### config.mk
export PLATFORM = sky130hd
export DESIGN_NAME = dsx_exec_ctrl
export DESIGN_NICKNAME = d
export VERILOG_FILES = /design/src/hdl/dsx_pkg.sv /design/src/hdl/dsx_sticky_bit.sv /design/src/hdl/dsx_exec_ctrl.sv
export SDC_FILE = /design/constraint.sdc
export NUM_CORES = 1
export LEC_CHECK = 0
export BUFFER_PORTS_ARGS = -buffer_cell sky130_fd_sc_hd__buf_2
export CAP_MARGIN = 10
export CORE_MARGIN = 3
export CORE_UTILIZATION = 51
export CTS_BUF_LIST = sky130_fd_sc_hd__clkbuf_8
export CTS_CLUSTER_DIAMETER = 30
export DETAILED_ROUTE_END_ITERATION = 6
export PLACE_DENSITY = 0.8
export SLEW_MARGIN = 20
export SYNTH_ARGS = -nofsm -noshare
export SYNTH_HDL_FRONTEND = slang
export SYNTH_SLANG_ARGS = --single-unit
### constraint.sdc
create_clock -name pclk -period 2.7 [get_ports pclk]
set_clock_uncertainty 0.2 [all_clocks]
set_input_delay 0.54 -clock pclk [delete_from_list [all_inputs] [get_ports pclk]]
set_output_delay 0.54 -clock pclk [all_outputs]
set_load 0.01 [all_outputs]
### src/hdl/dsx_pkg.sv
// Package of shared constants for the DSP core execution-control block.
package dsx_pkg;

	localparam logic [15:0] YMEM_LO_ADDR   = 16'h0900;
	localparam logic [15:0] YMEM_HI_ADDR   = 16'h09FF;
	localparam logic [15:0] PSV_BASE_ADDR  = 16'h8000;
	localparam logic [3:0]  MOD_STEP_FOUR  = 4'h4;

	localparam logic [11:0] REG_CORE_CTRL  = 12'h000;
	localparam logic [11:0] REG_STATUS     = 12'h004;
	localparam logic [11:0] REG_INT_CTRL   = 12'h008;
	localparam logic [11:0] REG_DO_COUNT   = 12'h00C;
	localparam logic [11:0] REG_EVT_STAT   = 12'h010;
	localparam logic [11:0] REG_EVT_MASK   = 12'h014;
	localparam logic [11:0] REG_DISI_CNT   = 12'h018;

	localparam int CC_PSV_BIT        = 2;
	localparam int CC_EARLY_EXIT_BIT = 11;
	localparam int STATUS_C_BIT      = 0;
	localparam int STATUS_SZ_BIT     = 1;
	localparam int STATUS_IPL_LSB    = 5;
	localparam int STATUS_ACC_LSB    = 10;
	localparam int IC_NST_BIT   = 15;

	localparam logic [15:0] CORE_CTRL_RST = 16'h0000;
	localparam logic [15:0] STATUS_RST    = 16'h0000;
	localparam logic [15:0] INT_CTRL_RST  = 16'h0000;
	localparam logic [2:0]  IPL_ALL_MASK  = 3'h7;
	localparam logic [2:0]  IPL_DISI_TOP  = 3'h6;
	localparam int          RETURN_CYCLES = 3;
	localparam logic [1:0]  RETURN_LAST   = 2'(RETURN_CYCLES - 1);

	localparam int EV_TRAP  = 0;
	localparam int EV_FWD   = 1;
	localparam int EV_EARLY_EXIT = 2;
	localparam int EV_IRQ   = 3;
	localparam int EV_WIDTH = 4;

	typedef enum logic [1:0] {
		DSX_OP_NONE  = 2'b00,
		DSX_OP_DAW   = 2'b01,
		DSX_OP_ARITH = 2'b10,
		DSX_OP_LOAD_ACC = 2'b11
	} dsx_flagop_type;

endpackage

### src/hdl/dsx_sticky_bit.sv
// Sticky event bit with set-over-clear: a set wins over a clear in the same cycle.
`timescale 1ns/1ns
`default_nettype none
module dsx_sticky_bit (
	input  wire logic pclk,
	input  wire logic presetn,
	input  wire logic set_evt,
	input  wire logic clr_req,
	output var  logic flag_q
);
	always_ff @(posedge pclk or negedge presetn) begin
		if (!presetn) begin
			flag_q <= 1'b0;
		end else if (set_evt) begin
			flag_q <= 1'b1;
		end else if (clr_req) begin
			flag_q <= 1'b0;
		end
	end
endmodule
`default_nettype wire

### src/hdl/dsx_exec_ctrl.sv
// Execution-control logic of the DSP core: hazards, flags, loops and interrupts.
//
// The placing of the registers and the APB interface to the registers were chosen for this implementation.
`timescale 1ns/1ns
`default_nettype none
module dsx_exec_ctrl #(
	parameter int DATA_W = 16
) (
	input  wire logic              pclk,
	input  wire logic              presetn,
	input  wire logic              psel,
	input  wire logic              penable,
	input  wire logic              pwrite,
	input  wire logic [11:0]       paddr,
	input  wire logic [31:0]       pwdata,
	output logic      [31:0]       prdata,
	output logic                   pready,
	output logic                   pslverr,
	input  wire logic              ywr_valid,
	input  wire logic [15:0]       ywr_addr,
	input  wire logic [DATA_W-1:0] ywr_data,
	input  wire logic              mac_valid,
	input  wire logic [15:0]       mac_addr,
	input  wire logic [3:0]        mac_step,
	input  wire logic              mac_wb,
	input  wire logic [DATA_W-1:0] mem_rdata,
	output logic      [DATA_W-1:0] mac_operand,
	output logic                   mac_fwd,
	output logic                   addr_trap,
	input  wire logic              src_valid,
	input  wire logic [15:0]       src_addr,
	output logic                   psv_fetch,
	input  wire dsx_pkg::dsx_flagop_type flag_op,
	input  wire logic              res_zero,
	input  wire logic              res_carry,
	input  wire logic [5:0]        res_acc_flags,
	input  wire logic              do_start,
	input  wire logic [15:0]       do_count_in,
	input  wire logic              do_end,
	output logic                   do_active,
	output logic                   do_branch,
	input  wire logic              disi_exec,
	input  wire logic [13:0]       disi_count,
	input  wire logic              return_exec,
	input  wire logic              irq_req,
	input  wire logic [2:0]        irq_level,
	output logic                   irq_take,
	output logic                   irq_out
);
	localparam logic [15:0] NESTED_ONE = 16'h0001;
	typedef struct packed {
		logic [15:0]                 core_ctrl;
		logic [15:0]                 status;
		logic [15:0]                 int_ctrl;
		logic [15:0]                 do_count;
		logic [15:0]                 do_saved;
		logic [15:0]                 do_depth;
		logic [dsx_pkg::EV_WIDTH-1:0] evt_mask;
		logic [13:0]                 disi_cnt;
		logic [1:0]                  ret_cyc;
		logic                        last_ywr;
		logic [15:0]                 last_yaddr;
		logic [DATA_W-1:0]           last_ydata;
		logic [DATA_W-1:0]           mac_operand;
		logic                        mac_fwd;
		logic                        addr_trap;
		logic                        psv_fetch;
		logic                        do_active;
		logic                        do_branch;
		logic                        irq_take;
		logic                        irq_out;
		logic [31:0]                 prdata;
		logic                        pready;
		logic                        pslverr;
	} dsx_state_type;
	dsx_state_type st_q;
	dsx_state_type st_d;
	logic [dsx_pkg::EV_WIDTH-1:0] evt_flag;
	logic [dsx_pkg::EV_WIDTH-1:0] evt_set;
	logic [dsx_pkg::EV_WIDTH-1:0] evt_clr;
	logic                         acc_wr;
	logic                         acc_rd;
	logic                         mac_in_y;
	logic                         psv_hit;
	logic                         irq_blocked;
	logic                         early_exit_req;

	////////////////////////////////////////////////////////////////////////////////////
	// Bus access decode and event flags.
	assign acc_wr = psel && penable && pwrite && !st_q.pready;
	assign acc_rd = psel && penable && !pwrite && !st_q.pready;
	assign mac_in_y = mac_addr >= dsx_pkg::YMEM_LO_ADDR && mac_addr <= dsx_pkg::YMEM_HI_ADDR;
	assign psv_hit = src_valid && src_addr > dsx_pkg::PSV_BASE_ADDR
		&& st_q.core_ctrl[dsx_pkg::CC_PSV_BIT];
	assign early_exit_req = acc_wr && paddr == dsx_pkg::REG_CORE_CTRL
		&& pwdata[dsx_pkg::CC_EARLY_EXIT_BIT];
	genvar gi;
	generate
		for (gi = 0; gi < dsx_pkg::EV_WIDTH; gi++) begin : g_evt
			assign evt_clr[gi] = acc_wr && paddr == dsx_pkg::REG_EVT_STAT && pwdata[gi];
			dsx_sticky_bit u_bit (
				.pclk    (pclk),
				.presetn (presetn),
				.set_evt (evt_set[gi]),
				.clr_req (evt_clr[gi]),
				.flag_q  (evt_flag[gi])
			);
		end
	endgenerate

	////////////////////////////////////////////////////////////////////////////////////
	// Interrupt gating by priority, temporary disable and return sequence.
	always_comb begin
		irq_blocked = 1'b0;
		if (st_q.status[dsx_pkg::STATUS_IPL_LSB +: 3] == dsx_pkg::IPL_ALL_MASK) begin
			irq_blocked = 1'b1;
		end else if (irq_level <= st_q.status[dsx_pkg::STATUS_IPL_LSB +: 3]) begin
			irq_blocked = 1'b1;
		end else if (st_q.disi_cnt != 14'h0000 && irq_level <= dsx_pkg::IPL_DISI_TOP) begin
			irq_blocked = 1'b1;
		end else if (st_q.int_ctrl[dsx_pkg::IC_NST_BIT] && st_q.ret_cyc == 2'h0
			&& st_q.irq_take) begin
			irq_blocked = 1'b1;
		end
	end

	////////////////////////////////////////////////////////////////////////////////////
	// Next-state logic.
	always_comb begin
		st_d = st_q;
		evt_set = '0;
		st_d.pready = psel && penable && !st_q.pready;
		st_d.pslverr = 1'b0;
		st_d.do_branch = 1'b0;
		st_d.irq_take = 1'b0;
		st_d.addr_trap = 1'b0;
		st_d.psv_fetch = psv_hit;
		st_d.last_ywr = ywr_valid && ywr_addr >= dsx_pkg::YMEM_LO_ADDR
			&& ywr_addr <= dsx_pkg::YMEM_HI_ADDR;
		st_d.last_yaddr = ywr_addr;
		st_d.last_ydata = ywr_data;
		if (mac_valid) begin
			// A read right after a Y write to the same word takes the written data.
			if (st_q.last_ywr && mac_in_y && mac_addr == st_q.last_yaddr) begin
				st_d.mac_operand = st_q.last_ydata;
				st_d.mac_fwd = 1'b1;
				evt_set[dsx_pkg::EV_FWD] = 1'b1;
			end else begin
				st_d.mac_operand = mem_rdata;
				st_d.mac_fwd = 1'b0;
			end
			// Back-to-back plus-minus-four prefetches without write-back raise no trap.
			st_d.addr_trap = 1'b0;
		end
		// Status flag updates.
		case (flag_op)
			dsx_pkg::DSX_OP_DAW: begin
				st_d.status[dsx_pkg::STATUS_C_BIT] = st_q.status[dsx_pkg::STATUS_C_BIT]
					| res_carry;
			end
			dsx_pkg::DSX_OP_ARITH: begin
				st_d.status[dsx_pkg::STATUS_C_BIT] = res_carry;
				st_d.status[dsx_pkg::STATUS_SZ_BIT] = st_q.status[dsx_pkg::STATUS_SZ_BIT]
					& res_zero;
			end
			dsx_pkg::DSX_OP_LOAD_ACC: begin
				st_d.status[dsx_pkg::STATUS_ACC_LSB +: 6] = res_acc_flags;
			end
			default: begin
			end
		endcase
		// Hardware loop control with one saved outer count.
		if (do_start) begin
			st_d.do_saved = st_q.do_count;
			st_d.do_count = do_count_in;
			st_d.do_depth = st_q.do_depth + NESTED_ONE;
			st_d.do_active = 1'b1;
		end else if (early_exit_req && st_q.do_active) begin
			// Early exit ends the inner loop and restores the outer count.
			st_d.do_count = st_q.do_saved;
			st_d.do_depth = st_q.do_depth - NESTED_ONE;
			st_d.do_active = st_q.do_depth > NESTED_ONE;
			evt_set[dsx_pkg::EV_EARLY_EXIT] = 1'b1;
		end else if (do_end && st_q.do_active) begin
			if (st_q.do_count != 16'h0000) begin
				st_d.do_count = st_q.do_count - NESTED_ONE;
				st_d.do_branch = 1'b1;
			end else begin
				st_d.do_count = st_q.do_saved;
				st_d.do_depth = st_q.do_depth - NESTED_ONE;
				st_d.do_active = st_q.do_depth > NESTED_ONE;
			end
		end
		// Temporary interrupt disable counter, reloads even at zero.
		if (disi_exec) begin
			st_d.disi_cnt = disi_count + 14'h0001;
		end else if (st_q.disi_cnt != 14'h0000) begin
			st_d.disi_cnt = st_q.disi_cnt - 14'h0001;
		end
		// Return sequence cycle count.
		if (return_exec) begin
			st_d.ret_cyc = 2'h1;
		end else if (st_q.ret_cyc != 2'h0 && st_q.ret_cyc != dsx_pkg::RETURN_LAST) begin
			st_d.ret_cyc = st_q.ret_cyc + 2'h1;
		end else begin
			st_d.ret_cyc = 2'h0;
		end
		if (irq_req && !irq_blocked) begin
			st_d.irq_take = 1'b1;
			evt_set[dsx_pkg::EV_IRQ] = 1'b1;
		end
		// Register writes.
		if (acc_wr) begin
			case (paddr)
				dsx_pkg::REG_CORE_CTRL: begin
					st_d.core_ctrl = pwdata[15:0] & ~(16'h0001 << dsx_pkg::CC_EARLY_EXIT_BIT);
				end
				dsx_pkg::REG_STATUS: st_d.status = pwdata[15:0];
				dsx_pkg::REG_INT_CTRL: st_d.int_ctrl = pwdata[15:0];
				dsx_pkg::REG_DO_COUNT: st_d.do_count = pwdata[15:0];
				dsx_pkg::REG_EVT_STAT: begin
				end
				dsx_pkg::REG_EVT_MASK: st_d.evt_mask = pwdata[dsx_pkg::EV_WIDTH-1:0];
				default: st_d.pslverr = 1'b1;
			endcase
		end
		st_d.prdata = 32'h0000_0000;
		if (acc_rd) begin
			case (paddr)
				dsx_pkg::REG_CORE_CTRL: st_d.prdata = {16'h0000, st_q.core_ctrl};
				dsx_pkg::REG_STATUS: st_d.prdata = {16'h0000, st_q.status};
				dsx_pkg::REG_INT_CTRL: st_d.prdata = {16'h0000, st_q.int_ctrl};
				dsx_pkg::REG_DO_COUNT: st_d.prdata = {16'h0000, st_q.do_count};
				dsx_pkg::REG_EVT_STAT: st_d.prdata = {28'h000_0000, evt_flag};
				dsx_pkg::REG_EVT_MASK: st_d.prdata = {28'h000_0000, st_q.evt_mask};
				dsx_pkg::REG_DISI_CNT: st_d.prdata = {18'h0_0000, st_q.disi_cnt};
				default: st_d.pslverr = 1'b1;
			endcase
		end
		if (!(psel && penable && !st_q.pready)) begin
			st_d.pslverr = 1'b0;
		end
		st_d.irq_out = |(evt_flag & st_q.evt_mask);
	end

	always_ff @(posedge pclk or negedge presetn) begin
		if (!presetn) begin
			st_q <= '0;
		end else begin
			st_q <= st_d;
		end
	end

	assign prdata      = st_q.prdata;
	assign pready      = st_q.pready;
	assign pslverr     = st_q.pslverr;
	assign mac_operand = st_q.mac_operand;
	assign mac_fwd     = st_q.mac_fwd;
	assign addr_trap   = st_q.addr_trap;
	assign psv_fetch   = st_q.psv_fetch;
	assign do_active   = st_q.do_active;
	assign do_branch   = st_q.do_branch;
	assign irq_take    = st_q.irq_take;
	assign irq_out     = st_q.irq_out;

	function automatic logic status_c();
		return st_q.status[dsx_pkg::STATUS_C_BIT];
	endfunction
endmodule
`default_nettype wire

# After elaboration in Yosys (flattened, before gate mapping)

Index checks and enable logic that the tools add are counted.

Output and inout bits: 57
Latch bits: 0
Flip-flop bits (word level): 208
Bits in read-only memories: 0
Memories: 0
Memory bits (writable): 0

Bitwise gates (word level): 3
Add/sub/neg operators: 6
Shifts and indexed selects: 0
Multipliers: 0
Muxes and demuxes: 49
Order comparisons: 8
Divide/modulo/power cells: 0
Eq/ne operators: 13
Reductions and logical operators: 47

Operators by type and width:

| cell                  | number |
|---|---|
| $mux 16               | 12 |
| $pmux 16 s7           | 1 |
| $mux 48               | 1 |
| $eq 12x5->1 const B   | 3 |
| $ge 16x12->1 const B  | 2 |
| $le 16x12->1 const B  | 2 |
| $sub 16x1->16 const B | 2 |
| $mux 14               | 2 |
| $mux 1                | 27 |
| $logic_and 1x1->1     | 26 |
| $eq 12x4->1 const B   | 2 |
| $mux 17               | 1 |
| $add 16x1->16 const B | 1 |
| $eq 16x16->1          | 1 |
| $gt 16x1->1 const B   | 1 |
| $gt 16x16->1 const B  | 1 |
| $reduce_bool 16->1    | 1 |
| $add 14x1->14 const B | 1 |
| $reduce_bool 14->1    | 1 |
| $sub 14x1->14 const B | 1 |
| $eq 12x3->1 const B   | 1 |
| $logic_not 12->1      | 1 |
| $reduce_and 2->1      | 5 |
| $reduce_bool 2->1     | 5 |
| 20 further kinds      | 25 |

# Depth between registers and ports, before layout

Depth after elaboration: 11
Depth in mapped cells: 10

# Cells and area by module

A second synthesis with hierarchy kept.

Cell total of the unflattened synthesis: 966
Area, all modules: 10,102.2 µm²

Modules (own cells, without submodules):

| module         | times used | area an instance (µm²) | cells each | sequential area each (µm²) |
|---|---|---|---|---|
| dsx_exec_ctrl  | 1          | 9,957.0                | 954        | 4,704.5 |
| dsx_sticky_bit | 4          | 36.3                   | 3          | 25.0 |

# Least setup slack after synthesis

Ideal clock, no wire load.

Path kind: in2reg
Start point: input paddr[1]
End point: register st_q[163] (netlist bit)
Path slack: 0.032 ns
Library setup time: 0.125 ns
Arrival time: 2.343 ns
Required time: 2.375 ns
Stages on the path: 7
Path buffers: 3
Path through: nor4_1 -> and3_1 -> clkbuf_1 -> and4b_1 -> clkbuf_1 -> buf_2 -> mux2_2

Word-level cells in the longest chain between the ends: 2

RTL lines:

| element                           | line                 | RTL |
|---|---|---|
| start, declared                   | dsx_exec_ctrl.sv:14  | `input wire logic [11:0] paddr,` |
| $eq 12x4->1                       | dsx_exec_ctrl.sv:214 | `case (paddr)` |
| $reduce_and 2->1 (no source line) | -                    |  |
| end signal, assigned              | dsx_exec_ctrl.sv:250 | `st_q <= st_d;` |
| end, declared                     | dsx_exec_ctrl.sv:76  | `dsx_state_type st_q;` |

No other way between the ends.
A chain may end at the register's enable or synchronous reset.

# Final worst setup path

Start point: register st_q[151] (netlist bit)
End point: register st_q[120] (netlist bit)

Word-level cells in the longest chain between the ends: 3

RTL lines:

| element                           | line                 | RTL |
|---|---|---|
| $reduce_bool 16->1                | dsx_exec_ctrl.sv:185 | `if (st_q.do_count != 16'h0000) begin` |
| $ne 3x3->1 (no source line)       | -                    |  |
| $reduce_and 2->1 (no source line) | -                    |  |

No other way between the ends.

==> flow_metrics.py <==
metrics = {
    "min_path": {
        "hp-class": "input pin to flip-flop",
        "hold_path_depth": 3,
        "hold_path_end": "psv_fetch",
        "worstHoldStart": "src_addr[15]",
    },
    "yosys": {
        "synth_top_area_share_pct": 47.05,
        "yosys-top-cells-area": "dfrtp_1 47%, mux2_2 6.3%, buf_4 3.6%",
        "synth_area_mm2": 0.01016,
        "async_reset_ff_share_pct": 100.0,
        "synth_top_area_cell": "dfrtp_1",
        "yosys_most_used_dff": "dfrtp_1",
        "syn_avg_cell_area_um2": 10.52,
        "netlist_instances": 966,
        "yosysWarnings": 0,
        "synth_cell_types": 68,
        "synth_edf_count": 0,
        "synth-seq-cells": 191,
        "ys_seq_area_share_pct": 47.05,
    },
    "global_routing": {
        "track_usage_pct": 25.13,
        "grt_overflow_total": 0,
        "first_global_vias": 8545,
        "grt_max_degree": 75,
        "grt_pass1_wl_um": 43840,
        "antenna_found_initial": 0,
    },
    "die": {
        "fp.dieW_um": 147.1,
        "die-area_mm2": 0.02165,
        "dieHeight_um": 147.1,
        "rows": 50,
        "num_io_pins": 242,
        "core_area_mm2": 0.01914,
        "start_util_pct": 53.07,
    },
    "worst_setup_path": {
        "cp-end-kind": "flip-flop",
        "reg2regPathDepth": 6,
        "start_kind": "flip-flop",
        "cp_slowest_cell": "or4_1",
        "max_stage_delay_ns": 0.56,
        "crit_required_ns": 2.85,
        "cp_data_arrival_time_ns": 2.77,
        "r2r_end": "st_q[120]",
        "critPathKind": "flip-flop to flip-flop",
        "worstPathCellList": "or4_1, or4_4, buf_4, o221ai_4, nand2_1, xnor2_1",
        "critPathMaxFanout": 8,
        "r2r_slack_ns": 0.08,
        "path_buf_inv": 1,
        "worstReg2RegStart": "st_q[151]",
        "critical_path.top_delay_family": "simple AND/OR/NAND/NOR gates",
    },
    "place": {
        "dp_slack_ns": -0.009992,
        "port-buffer-count": 203,
        "dp_hpwl_um": 19900,
        "routabilityCongestion": 0.8893,
    },
    "timing": {
        "tightestPinTransition_ns": 0.6796,
        "finalWorstSetupSlack_ns": 0.07974,
        "drv_slew": 0,
        "setup_tns_ns": 0,
        "maxClockFrequency_mhz": 381.6,
        "hold_violations": 0,
        "period_share_pct": 97.05,
        "setup_viol": 0,
        "finalCriticalPeriod_ns": 2.620,
        "relSlewSlack_pct": 54.69,
    },
    "routing": {
        "via_per_inst": 5.881,
        "ant_nets": 0,
        "detail_route.first_pass.iterations": 7,
        "wl_um": 27720,
        "drc_errors": 0,
        "via_count": 8592,
        "avgRoutedWirePerCell_um": 18.98,
        "drt-initial-drc-count": 688,
    },
    "layout": {
        "syn2layout_area_growth_pct": 20.14,
        "fin_nets": 1386,
        "drive_gt1_share_pct": 32.17,
    },
    "power_and_ir_drop": {
        "p_per_area_mw_per_mm2": 529.1,
        "p_leak_uw": 0.005552,
        "ir_drop_mv": 0.3374,
    },
    "clocking": {
        "insertion_delay_ns": 0.48,
        "clk_pin_slew_ns": 0.11,
        "cts_buffer_depth": 2,
        "h-tree-depth": 4,
        "cts_buffers": 17,
        "cts_sinks": 191,
        "tritoncts": "built",
        "cts_root_buffer": "clkbuf_8",
    },
    "outcome": {
        "status": "completed",
    },
    "job": {
        "max_cap_violations": 0,
    },
}
==> registers in the layout (all words and copies together), names as in the netlist <==
name and count:
g_evt.u_bit.flag_q 3, mac_operand 16, do_active 1, prdata 16, pslverr 1, pready 1
st_q 148, irq_take 1, do_branch 1, mac_fwd 1, psv_fetch 1, irq_out 1
==> where the power goes <==
part / internal, uW / leakage [uW] / switching, uW
Sequential: 3110 / 0.00239 / 259
Combinational: 598 / 0.00297 / 663
Clock: 685 / 0.000196 / 1140
==> per-layer routing <==
metal	wire length [um]	vias up	GRT usage, %
li1	-	3922	-
met1	11610	4179	33.79
met2	13140	443	40.94
met3	2312	48	4.658
met4	658	0	9.273
met5	0	-	0
==> placed cells by master, fill, tap and decap left out, types with 5 or more instances in the layout <==
cell type and n:
nand2_1 47, buf_2 202, xnor2_1 36, a211oi_1 5
a221oi_1 5, dlygate4sd3_1 34, a21oi_1 43, buf_12 5
nor2b_1 5, nor4_1 22, or3_1 11, a22oi_1 14
or4_1 9, nand4_1 22, inv_1 24, nor3b_1 6
and3_1 15, o211ai_1 20, xor2_1 14, nand3_1 31
clkbuf_8 18, dfrtp_1 191, nor3_1 18, and4_1 5
mux4_2 12, o21ai_0 30, o2bb2ai_1 5, buf_4 58
mux2_2 57, a21o_1 10, ha_1 14, conb_1 17
mux2i_1 29, a31oi_1 10, nor2_1 64, o22ai_1 6
==> worst min-delay path: cells and delay by family <==
family	cells	cell delay [ns]
AO/OA/AOI/OAI	1	0.04
AND/OR/NAND/NOR	1	0.07
buffers and inverters	1	0.10
==> stage by stage <==
step                power [uW]  hold WS, ns  utilization [%]  std cells  area (um^2)
floorplan                 4132      0.04441                -        982        10220
global placement          4569       0.2163            59.87       1393        11460
detailed placement        4614       0.2663            59.87       1393        11460
CTS                       6471      0.07323            63.63       1459        12180
global route              6774      0.08233            63.74       1460        12200
finish                    6457      0.08673            63.75       1461        12200
==> cell usage after synthesis (all sizes together), types with 3 or more instances <==
cell type,instances
o21ai,32
mux2i,29
mux4,12
a211oi,6
o21a,3
inv,25
o22ai,6
nor2,64
a31oi,10
a21oi,43
and2,3
nand3b,4
buf,65
xor2,14
a32oi,4
xnor2,36
and4b,4
clkbuf,49
o2bb2ai,5
ha,14
a22o,4
nand4,22
or4,10
a21o,10
nand2,49
and4,5
nand3,31
nor2b,5
mux2,57
or2,4
nand2b,3
nor3,18
a222oi,4
or3,11
o211ai,20
dfrtp,191
nor3b,6
and3,15
o31ai,4
a22oi,14
a221oi,6
nor4,24
==> kinds of logic after synthesis <==
family | after synthesis | share of synthesized area [%]
buf+inv | 139 | 7.242
mux | 98 | 11.84
flops | 191 | 47.05
compound gates | 189 | 12.86
fa+ha+maj | 14 | 1.724
other cells | 1 | 0.03691
xor+xnor | 50 | 4.311
simple gates | 284 | 14.94
==> cell type report <==
type / instances / area, um^2
Tap cell: 260 / 325.3
Clock inverter: 15 / 146.4
Inverter: 25 / 93.84
Clock buffer: 17 / 234.0
Fill cell: 1501 / 6939
Timing Repair Buffer: 300 / 1901
Multi-Input combinational cell: 652 / 4722
Sequential cell: 191 / 4780
Antenna cell: 1 / 2.502
==> worst max path at each step <==
stage | from | to | cells after the start
2_1_floorplan | paddr[1] | st_q[163] | 7
3_3_place_gp | paddr[1] | st_q[147] | 7
3_5_place_dp | paddr[1] | st_q[148] | 7
4_1_cts | st_q[142] | st_q[120] | 8
5_1_grt | st_q[142] | st_q[115] | 8
6_report | st_q[151] | st_q[120] | 6
==> timing repair <==
item | in CTS | in global routing
buffers inserted | 0 | 1
hold buffers | 34 | 0
gates resized for setup | 0 | 6
endpoints found under the setup margin | 0 | 14
hold endpoints to repair | 103 | 0
Note: power is estimated with default switching activity, not from simulation.
